$ cat src/common/tmr_pkg.sv
// package: register map, field layout and constants of the 8-bit timer/counter
// assumes one clock domain and an AXI4-Lite register port with 32-bit data
package tmr_pkg;
   // register byte addresses
   localparam logic [7:0] ADDR_MODE   = 8'h00;
   localparam logic [7:0] ADDR_CLKSEL = 8'h04;
   localparam logic [7:0] ADDR_COUNT  = 8'h08;
   localparam logic [7:0] ADDR_RELOAD = 8'h0C;
   localparam logic [7:0] ADDR_STATUS = 8'h10;
   localparam logic [7:0] ADDR_CLEAR  = 8'h14;
   localparam logic [7:0] ADDR_ENABLE = 8'h18;
   // status, clear and enable bit positions
   localparam int EV_OVF = 0;
   localparam int EV_PIN = 1;
   localparam int EV_W   = 2;
   // reset values
   localparam logic [7:0] MODE_RST   = 8'h00;
   localparam logic [7:0] COUNT_RST  = 8'h00;
   localparam logic [7:0] RELOAD_RST = 8'h00;
   // counter values and the interrupt vector
   localparam logic [7:0] FULL_SCALE = 8'hFF;
   localparam logic [7:0] ZERO_SCALE = 8'h00;
   localparam logic [7:0] IRQ_VECTOR = 8'h08;
   // pwm overflow boundaries as count masks (256, 64, 32, 16)
   localparam logic [7:0] MASK_256 = 8'hFF;
   localparam logic [7:0] MASK_64  = 8'h3F;
   localparam logic [7:0] MASK_32  = 8'h1F;
   localparam logic [7:0] MASK_16  = 8'h0F;
   // prescaler: width of the tick divider and the top of each divide chain
   localparam int         PRESC_W   = 8;
   localparam logic [3:0] CPU_TOP   = 4'h8;
   localparam logic [3:0] HOSC_TOP  = 4'h7;
   // axi responses
   localparam logic [1:0] RESP_OKAY   = 2'h0;
   localparam logic [1:0] RESP_SLVERR = 2'h2;

   // mode register layout, bit 7 down to bit 0
   typedef struct packed {
      logic       run;
      logic [2:0] rate;
      logic       ext;
      logic       aload;
      logic       tone;
      logic       pwm;
   } mode_t;

   // clock select register layout
   typedef struct packed {
      logic fast;
      logic wake;
   } clksel_t;
endpackage

$ cat src/prescaler.sv
// prescaler: divides the instruction or high-speed tick into the counter tick
// assumes fcpu_tick and fhosc_tick are one-cycle enables synchronous to aclk
`timescale 1ns/10ps
`default_nettype none
module prescaler #(
   parameter int W = tmr_pkg::PRESC_W
) (
   input  wire logic       aclk,
   input  wire logic       aresetn,
   input  wire logic       fcpu_tick,
   input  wire logic       fhosc_tick,
   input  wire logic       fast,
   input  wire logic [2:0] rate,
   output var  logic       tick
);
   typedef struct packed {
      logic [W-1:0] cnt;
      logic         tick;
   } pre_t;

   pre_t         s_q;
   pre_t         s_d;
   logic         src;
   logic [3:0]   shift;
   logic [W-1:0] mask;

   always_comb
   begin
      s_d   = s_q;
      src   = fast ? fhosc_tick : fcpu_tick;
      shift = fast ? (tmr_pkg::HOSC_TOP - {1'b0, rate}) : (tmr_pkg::CPU_TOP - {1'b0, rate});
      mask  = W'((9'h001 << shift) - 9'h001);
      s_d.tick = src && ((s_q.cnt & mask) == mask);
      if (src)
         s_d.cnt = s_q.cnt + W'(1);
   end

   always_ff @(posedge aclk)
   begin
      if (!aresetn)
         s_q <= '0;
      else
         s_q <= s_d;
   end

   assign tick = s_q.tick;
endmodule
`default_nettype wire

$ cat src/event_sync.sv
// event_sync: brings the event pin into aclk and marks each rising edge once
// assumes the pin pulses are wider than two aclk periods
`timescale 1ns/10ps
`default_nettype none
module event_sync (
   input  wire logic aclk,
   input  wire logic aresetn,
   input  wire logic pin,
   output var  logic rise
);
   typedef struct packed {
      logic meta;
      logic sync;
      logic last;
      logic rise;
   } sync_t;

   sync_t s_q;
   sync_t s_d;

   always_comb
   begin
      s_d      = s_q;
      s_d.meta = pin;
      s_d.sync = s_q.meta;
      s_d.last = s_q.sync;
      s_d.rise = s_q.sync && !s_q.last;
   end

   always_ff @(posedge aclk)
   begin
      if (!aresetn)
         s_q <= '0;
      else
         s_q <= s_d;
   end

   assign rise = s_q.rise;
endmodule
`default_nettype wire

$ cat src/timer_counter.sv
// timer_counter: 8-bit up timer/event counter with pwm, buzzer and wake-up
// assumes AXI4-Lite master on aclk; fcpu/fhosc ticks are aclk enables
//
// Overview of operation
// - the count is an 8-bit up counter stepping once per selected clock
// - the run bit at zero holds the count; at one it counts
// - overflow is the step off the top count: 0xFF, or 0x3F, 0x1F or 0x0F for the shorter pwm periods
// - each overflow sets the overflow flag until software clears it
// - reload writes while running wait in a buffer until next overflow
// - auto-reload bit picks reload in timer modes; pwm always restarts from zero
// - enabled overflow raises the interrupt pointing the core at address 8
// - external source counts pin pulses and ignores prescaler and fast bit
// - slow source is instruction clock divided by 256 down to 2
// - fast source is high-speed clock divided by 128 down to 1
// - buzzer output toggles at each overflow, half the overflow rate
// - all functions keep running in green mode
// - wake enable makes a green-mode overflow wake the system
// - in pwm the auto-reload and tone bits pick 256, 64, 32 or 16
// - in event mode the pin interrupt flag stays zero
`timescale 1ns/10ps
`default_nettype none
module timer_counter (
   input  wire logic        aclk,
   input  wire logic        aresetn,
   input  wire logic [7:0]  s_axi_awaddr,
   input  wire logic        s_axi_awvalid,
   output var  logic        s_axi_awready,
   input  wire logic [31:0] s_axi_wdata,
   input  wire logic [3:0]  s_axi_wstrb,
   input  wire logic        s_axi_wvalid,
   output var  logic        s_axi_wready,
   output var  logic [1:0]  s_axi_bresp,
   output var  logic        s_axi_bvalid,
   input  wire logic        s_axi_bready,
   input  wire logic [7:0]  s_axi_araddr,
   input  wire logic        s_axi_arvalid,
   output var  logic        s_axi_arready,
   output var  logic [31:0] s_axi_rdata,
   output var  logic [1:0]  s_axi_rresp,
   output var  logic        s_axi_rvalid,
   input  wire logic        s_axi_rready,
   input  wire logic        fcpu_tick,
   input  wire logic        fhosc_tick,
   input  wire logic        event_input_pin,
   input  wire logic        idle_mode,
   output var  logic        irq,
   output var  logic [7:0]  irq_vector,
   output var  logic        wave_out,
   output var  logic        wake_req
);
   typedef struct packed {
      tmr_pkg::mode_t             mode;
      tmr_pkg::clksel_t           clk;
      logic [7:0]                 count_value;
      logic [7:0]                 reload_buf;
      logic [7:0]                 reload_value;
      logic [tmr_pkg::EV_W-1:0]   status;
      logic [tmr_pkg::EV_W-1:0]   enable;
      logic                       buzz;
      logic                       wave;
      logic                       irq;
      logic [7:0]                 vector;
      logic                       wake;
      logic                       aw_have;
      logic [7:0]                 aw_addr;
      logic                       w_have;
      logic [7:0]                 w_data;
      logic                       w_lane0;
      logic                       awready;
      logic                       wready;
      logic                       bvalid;
      logic [1:0]                 bresp;
      logic                       arready;
      logic                       rvalid;
      logic [31:0]                rdata;
      logic [1:0]                 rresp;
   } st_t;

   st_t        s_q;
   st_t        s_d;
   logic       pre_tick;
   logic       ev_rise;
   logic       do_wr;
   logic       wr_count;
   logic       cnt_tick;
   logic       pwm_on;
   logic       ovf;
   logic [7:0] mask;
   logic       hit;
   logic [7:0] rd_byte;

   prescaler #(
      .W (tmr_pkg::PRESC_W)
   ) u_pre (
      .aclk       (aclk),
      .aresetn    (aresetn),
      .fcpu_tick  (fcpu_tick),
      .fhosc_tick (fhosc_tick),
      .fast       (s_q.clk.fast),
      .rate       (s_q.mode.rate),
      .tick       (pre_tick)
   );

   event_sync u_evt (
      .aclk    (aclk),
      .aresetn (aresetn),
      .pin     (event_input_pin),
      .rise    (ev_rise)
   );

   always_comb
   begin
      s_d      = s_q;
      hit      = 1'b1;
      rd_byte  = 8'h00;
      // write channels are taken in either order and held until both are in
      if (s_q.awready && s_axi_awvalid)
      begin
         s_d.aw_have = 1'b1;
         s_d.aw_addr = s_axi_awaddr;
      end
      if (s_q.wready && s_axi_wvalid)
      begin
         s_d.w_have  = 1'b1;
         s_d.w_data  = s_axi_wdata[7:0];
         s_d.w_lane0 = s_axi_wstrb[0];
      end
      if (s_q.bvalid && s_axi_bready)
         s_d.bvalid = 1'b0;
      do_wr    = s_q.aw_have && s_q.w_have && !s_q.bvalid;
      wr_count = do_wr && s_q.w_lane0 && (s_q.aw_addr == tmr_pkg::ADDR_COUNT);

      cnt_tick = s_q.mode.run && (s_q.mode.ext ? ev_rise : pre_tick);
      pwm_on   = s_q.mode.pwm && !s_q.mode.ext;
      // pwm boundary from the two bits
      unique case ({pwm_on, s_q.mode.aload, s_q.mode.tone})
         3'b101:  mask = tmr_pkg::MASK_64;
         3'b110:  mask = tmr_pkg::MASK_32;
         3'b111:  mask = tmr_pkg::MASK_16;
         default: mask = tmr_pkg::MASK_256;
      endcase
      ovf = cnt_tick && ((s_q.count_value & mask) == mask);

      // idle_mode gates nothing here, the timer runs on in green mode
      if (ovf)
      begin
         // buffered value becomes active here, or at once on a reload write while stopped
         s_d.reload_value = s_q.reload_buf;
         if (!pwm_on && s_q.mode.aload)
            s_d.count_value = s_q.reload_buf;
         else
            s_d.count_value = tmr_pkg::ZERO_SCALE;
         if (s_q.mode.tone && !pwm_on)
            s_d.buzz = !s_q.buzz;
      end
      else if (cnt_tick)
         s_d.count_value = s_q.count_value + 8'h01;

      // register writes; only byte lane 0 carries data
      if (do_wr)
      begin
         s_d.aw_have = 1'b0;
         s_d.w_have  = 1'b0;
         s_d.bvalid  = 1'b1;
         s_d.bresp   = tmr_pkg::RESP_OKAY;
         if (s_q.w_lane0)
         begin
            unique case (s_q.aw_addr)
               tmr_pkg::ADDR_MODE:   s_d.mode = s_q.w_data;
               tmr_pkg::ADDR_CLKSEL: s_d.clk = s_q.w_data[2:1];
               tmr_pkg::ADDR_COUNT:  s_d.count_value = s_q.w_data;
               tmr_pkg::ADDR_RELOAD:
               begin
                  s_d.reload_buf = s_q.w_data;
                  // while stopped both buffers take the value
                  if (!s_q.mode.run)
                     s_d.reload_value = s_q.w_data;
               end
               tmr_pkg::ADDR_CLEAR:  s_d.status = s_q.status & ~s_q.w_data[tmr_pkg::EV_W-1:0];
               tmr_pkg::ADDR_ENABLE: s_d.enable = s_q.w_data[tmr_pkg::EV_W-1:0];
               tmr_pkg::ADDR_STATUS: s_d.bresp = tmr_pkg::RESP_OKAY;
               default:              s_d.bresp = tmr_pkg::RESP_SLVERR;
            endcase
         end
      end

      // hardware set wins over a clear in the same cycle
      if (ovf)
         s_d.status[tmr_pkg::EV_OVF] = 1'b1;
      if (ev_rise)
         s_d.status[tmr_pkg::EV_PIN] = 1'b1;
      // pin flag held at zero in event mode
      if (s_d.mode.ext)
         s_d.status[tmr_pkg::EV_PIN] = 1'b0;

      // pwm: count below the active reload value drives the pin high
      if (!s_d.mode.run)
         s_d.wave = 1'b0;
      else if (s_d.mode.pwm && !s_d.mode.ext)
         s_d.wave = (s_d.count_value & mask) < (s_d.reload_value & mask);
      else
         s_d.wave = s_d.mode.tone && s_d.buzz;

      s_d.irq    = |(s_d.status & s_d.enable);
      s_d.vector = s_d.irq ? tmr_pkg::IRQ_VECTOR : 8'h00;
      s_d.wake   = ovf && idle_mode && s_q.clk.wake;

      // read channel: one read in flight, answered the cycle after it is taken
      if (s_q.rvalid && s_axi_rready)
         s_d.rvalid = 1'b0;
      unique case (s_axi_araddr)
         tmr_pkg::ADDR_MODE:   rd_byte = s_q.mode;
         tmr_pkg::ADDR_CLKSEL: rd_byte = {5'h00, s_q.clk, 1'b0};
         tmr_pkg::ADDR_COUNT:  rd_byte = s_q.count_value;
         tmr_pkg::ADDR_STATUS: rd_byte = {6'h00, s_q.status};
         tmr_pkg::ADDR_ENABLE: rd_byte = {6'h00, s_q.enable};
         tmr_pkg::ADDR_RELOAD: rd_byte = 8'h00;
         tmr_pkg::ADDR_CLEAR:  rd_byte = 8'h00;
         default:              hit = 1'b0;
      endcase
      if (s_q.arready && s_axi_arvalid)
      begin
         s_d.rvalid = 1'b1;
         s_d.rdata  = {24'h000000, rd_byte};
         s_d.rresp  = hit ? tmr_pkg::RESP_OKAY : tmr_pkg::RESP_SLVERR;
      end

      s_d.awready = !s_d.aw_have;
      s_d.wready  = !s_d.w_have;
      s_d.arready = !s_d.rvalid;
   end

   always_ff @(posedge aclk)
   begin
      if (!aresetn)
      begin
         s_q              <= '0;
         s_q.mode         <= tmr_pkg::MODE_RST;
         s_q.count_value  <= tmr_pkg::COUNT_RST;
         s_q.reload_buf   <= tmr_pkg::RELOAD_RST;
         s_q.reload_value <= tmr_pkg::RELOAD_RST;
      end
      else
         s_q <= s_d;
   end

   assign s_axi_awready = s_q.awready;
   assign s_axi_wready  = s_q.wready;
   assign s_axi_bvalid  = s_q.bvalid;
   assign s_axi_bresp   = s_q.bresp;
   assign s_axi_arready = s_q.arready;
   assign s_axi_rvalid  = s_q.rvalid;
   assign s_axi_rdata   = s_q.rdata;
   assign s_axi_rresp   = s_q.rresp;
   assign irq           = s_q.irq;
   assign irq_vector    = s_q.vector;
   assign wave_out      = s_q.wave;
   assign wake_req      = s_q.wake;
endmodule
`default_nettype wire

$ cat config.mk
export PLATFORM = sky130hd
export DESIGN_NAME = timer_counter
export DESIGN_NICKNAME = d
export VERILOG_FILES = /design/src/common/tmr_pkg.sv /design/src/prescaler.sv /design/src/event_sync.sv /design/src/timer_counter.sv
export SDC_FILE = /design/constraint.sdc
export NUM_CORES = 1
export LEC_CHECK = 0
export BUFFER_PORTS_ARGS = -buffer_cell sky130_fd_sc_hd__buf_2
export CAP_MARGIN = 20
export CORE_MARGIN = 2
export CORE_UTILIZATION = 49
export DETAILED_ROUTE_END_ITERATION = 8
export PLACE_DENSITY = 0.84
export RECOVER_POWER = 100
export SKIP_CTS_REPAIR_TIMING = 1
export SLEW_MARGIN = 20
export SYNTH_ARGS = -nofsm -noshare
export SYNTH_HDL_FRONTEND = slang
export SYNTH_HIERARCHICAL = 1
export SYNTH_SLANG_ARGS = --single-unit
export TNS_END_PERCENT = 50
$ cat constraint.sdc
create_clock -name aclk -period 3.4 [get_ports aclk]
set_clock_uncertainty 0.05 [all_clocks]
set_input_delay 0.68 -clock aclk [delete_from_list [all_inputs] [get_ports aclk]]
set_output_delay 0.68 -clock aclk [all_outputs]
set_load 0.02 [all_outputs]
==> impl_metrics.json <==
{
  "status": "completed",
  "grt_start_max_net_pins": 56,
  "slew_headroom": 0.184,
  "die_y_um": 105,
  "utilization": 0.547,
  "antenna_found_initial": 0,
  "first_pass_iters": 5,
  "holdWs_ns": 0.395,
  "syn_area_per_cell_um2": 8.52,
  "final_hold_viol_count": 0,
  "io-pin-count": 115,
  "io_buffers": 54,
  "crit_required_ns": 3.61,
  "yosys_warnings": 6,
  "n_antenna_cell": 0,
  "max-vdd-ir-drop_v": 0.000268,
  "cts.path.max_buffers": 2,
  "grt_first_pass_wirelength_um": 20000,
  "ant_nets": 0,
  "synth-edff-count": 0,
  "route.detailed.drc": 0,
  "dieArea_um2": 11100,
  "clk_latency_ns": 0.37,
  "async_reset_ff_frac": 0,
  "overflow": 0,
  "num_rows": 37,
  "worst_slew_pin_slew_ns": 1.22,
  "initial_core_util": 0.497,
  "place_area_um2": 5270,
  "grt_pass1_vias": 4211,
  "clock-sinks": 89,
  "postSynthCellCount": 591,
  "place_congestion": 0.923,
  "synth_ff_type": "dfxtp_1",
  "arrival_ns": 3.48,
  "setup_viol": 0,
  "end_kind": "register",
  "critPathMaxFanout": 6,
  "synth.distinct_cells": 75,
  "nNetsFinal": 714,
  "synth-seq-cells": 89,
  "wl_per_cell_um": 15.5,
  "cp-start-kind": "register",
  "maxCapViolCount": 0,
  "finalCritPeriodShare": 0.960,
  "setup_slack_ns": 0.138,
  "root_buffer": "clkbuf_8",
  "hpwl_um": 8450,
  "ys_seq_area_frac": 0.354,
  "syn_area_um2": 5030,
  "vias": 4313,
  "p_leak_nw": 2.15,
  "routed_wl_um": 12100,
  "cts_tree": "yes",
  "first_iter_violations": 251,
  "grt.total_usage": 0.221,
  "timing.fmax_mhz": 307,
  "path_clk_slew_ns": 0.09,
  "core_um2": 10100,
  "htreeDepth": 3,
  "final_area_um2": 5550,
  "die_x_um": 105,
  "dp_slack_ns": -0.0343,
  "power_density_nw_per_um2": 381,
  "drive_gt1_frac": 0.174,
  "fin_crit_ns": 3.26,
  "maxSlewViolCount": 0,
  "hp-class": "register to register",
  "cts_made_buffers": 9,
  "syn_to_final_growth_pct": 10.2,
  "worst-setup-path-type": "register to register",
  "viasPerCell": 5.52
}
power breakdown:
| part | internal [mW] | switching, mW | total, mW |
|---|---|---|---|
| sequential | 1.06 | 0.0237 | 1.09 |
| combinational | 0.0476 | 0.105 | 0.153 |
| clock | 0.488 | 0.387 | 0.875 |
area by class of cell:
class | count | area, µm²
tap | 136 | 170
inverter | 12 | 45.0
clock inverter | 7 | 119
sequential | 89 | 1780
fill | 899 | 4590
multi-input combinational | 448 | 2870
clock buffer | 9 | 124
timing repair buffer | 80 | 434
cells in the final DEF (no fill, tap or decap), drive strengths merged, types with 7 or more instances in the layout:
master,netlist,final
a21oi,37,37
a22oi,7,7
and2,24,24
buf,57,54
clkbuf,17,34
conb,1,33
dfxtp,89,89
ha,11,11
inv,11,11
mux2,13,13
mux2i,31,31
nand2,69,69
nand2b,9,9
nand3,16,16
nand4,8,8
nor2,61,61
nor3,11,11
o21ai,26,26
xnor2,7,7
xor2,7,7
flip-flops by register name (all words and copies together) (netlist names), 2 cells and up:
register and count:
s_q 58, s_axi_rdata 8, u_pre/s_q 8, u_evt/s_d 2
final timing paths:
check,startpoint,end,slack (ns),cells past startpoint
hold / removal,u_evt/s_d[2],u_evt/s_d[1],0.40,1
hold reg to reg,u_evt/s_d[2],u_evt/s_d[1],0.40,1
setup reg to reg,s_q[56],wave_out,0.14,14
setup / recovery,s_q[56],wave_out,0.14,14
cell usage after synthesis, types with 4 or more instances:
| cell type | n | area share |
|---|---|---|
| a211oi_1 | 4 | 0.0060 |
| and2_1 | 20 | 0.025 |
| a31oi_1 | 5 | 0.0062 |
| nand2_1 | 69 | 0.051 |
| nor2_1 | 61 | 0.045 |
| nor2b_1 | 5 | 0.0062 |
| buf_6 | 5 | 0.011 |
| xnor2_1 | 7 | 0.012 |
| mux2_2 | 12 | 0.027 |
| dfxtp_1 | 89 | 0.35 |
| buf_2 | 5 | 0.0050 |
| nand4_1 | 8 | 0.0099 |
| o21ai_0 | 25 | 0.025 |
| nand3_1 | 13 | 0.013 |
| nor4_1 | 4 | 0.0050 |
| a22oi_1 | 7 | 0.010 |
| nand2b_1 | 9 | 0.011 |
| inv_1 | 11 | 0.0082 |
| xor2_1 | 7 | 0.012 |
| mux2i_1 | 31 | 0.062 |
| a21oi_1 | 37 | 0.037 |
| nor3_1 | 10 | 0.0099 |
| ha_1 | 11 | 0.027 |
| buf_4 | 46 | 0.069 |
| clkbuf_1 | 17 | 0.013 |
through the flow:
step / cells / TNS (ns) / power (mW)
floorplan: 623 / 0 / 1.24
global placement: 761 / 0 / 1.26
detailed placement: 761 / -0.0343 / 1.26
CTS: 777 / -0.0762 / 2.12
global route: 781 / -0.0152 / 2.19
finish: 781 / 0 / 2.11
layer usage:
layer | vias to the layer above | wire length [µm] | GRT usage
met1 | 2026 | 5140 | 0.268
met3 | 36 | 598 | 0.0377
li1 | 2083 | - | -
met5 | - | 0 | 0
met2 | 168 | 5990 | 0.377
met4 | 0 | 363 | 0.110
cell families after synthesis:
logic type / count (synthesis) / share of synthesized area
xor gates and xnor gates: 14 / 0.0244
AOI/OAI and AO/OA: 113 / 0.155
adders and majority gates: 11 / 0.0273
other: 1 / 0.000745
muxes: 46 / 0.100
DFF: 89 / 0.354
and+or+nand+nor: 231 / 0.231
buffers and inverters: 86 / 0.107
worst max-delay path, stage by stage, from the launching register on:
cell and delay, ns:
dfxtp_1 0.33, or3_4 0.38, or2_1 0.25, buf_4 0.15
nor3_4 0.23, buf_6 0.15, buf_4 0.14, mux2i_4 0.24
ha_1 0.26, o21ai_1 0.14, nand2b_1 0.10, a21oi_2 0.14
nor2_1 0.05, o21a_1 0.19, a2111oi_2 0.37
No activity file was read; power rests on OpenSTA's default activity.
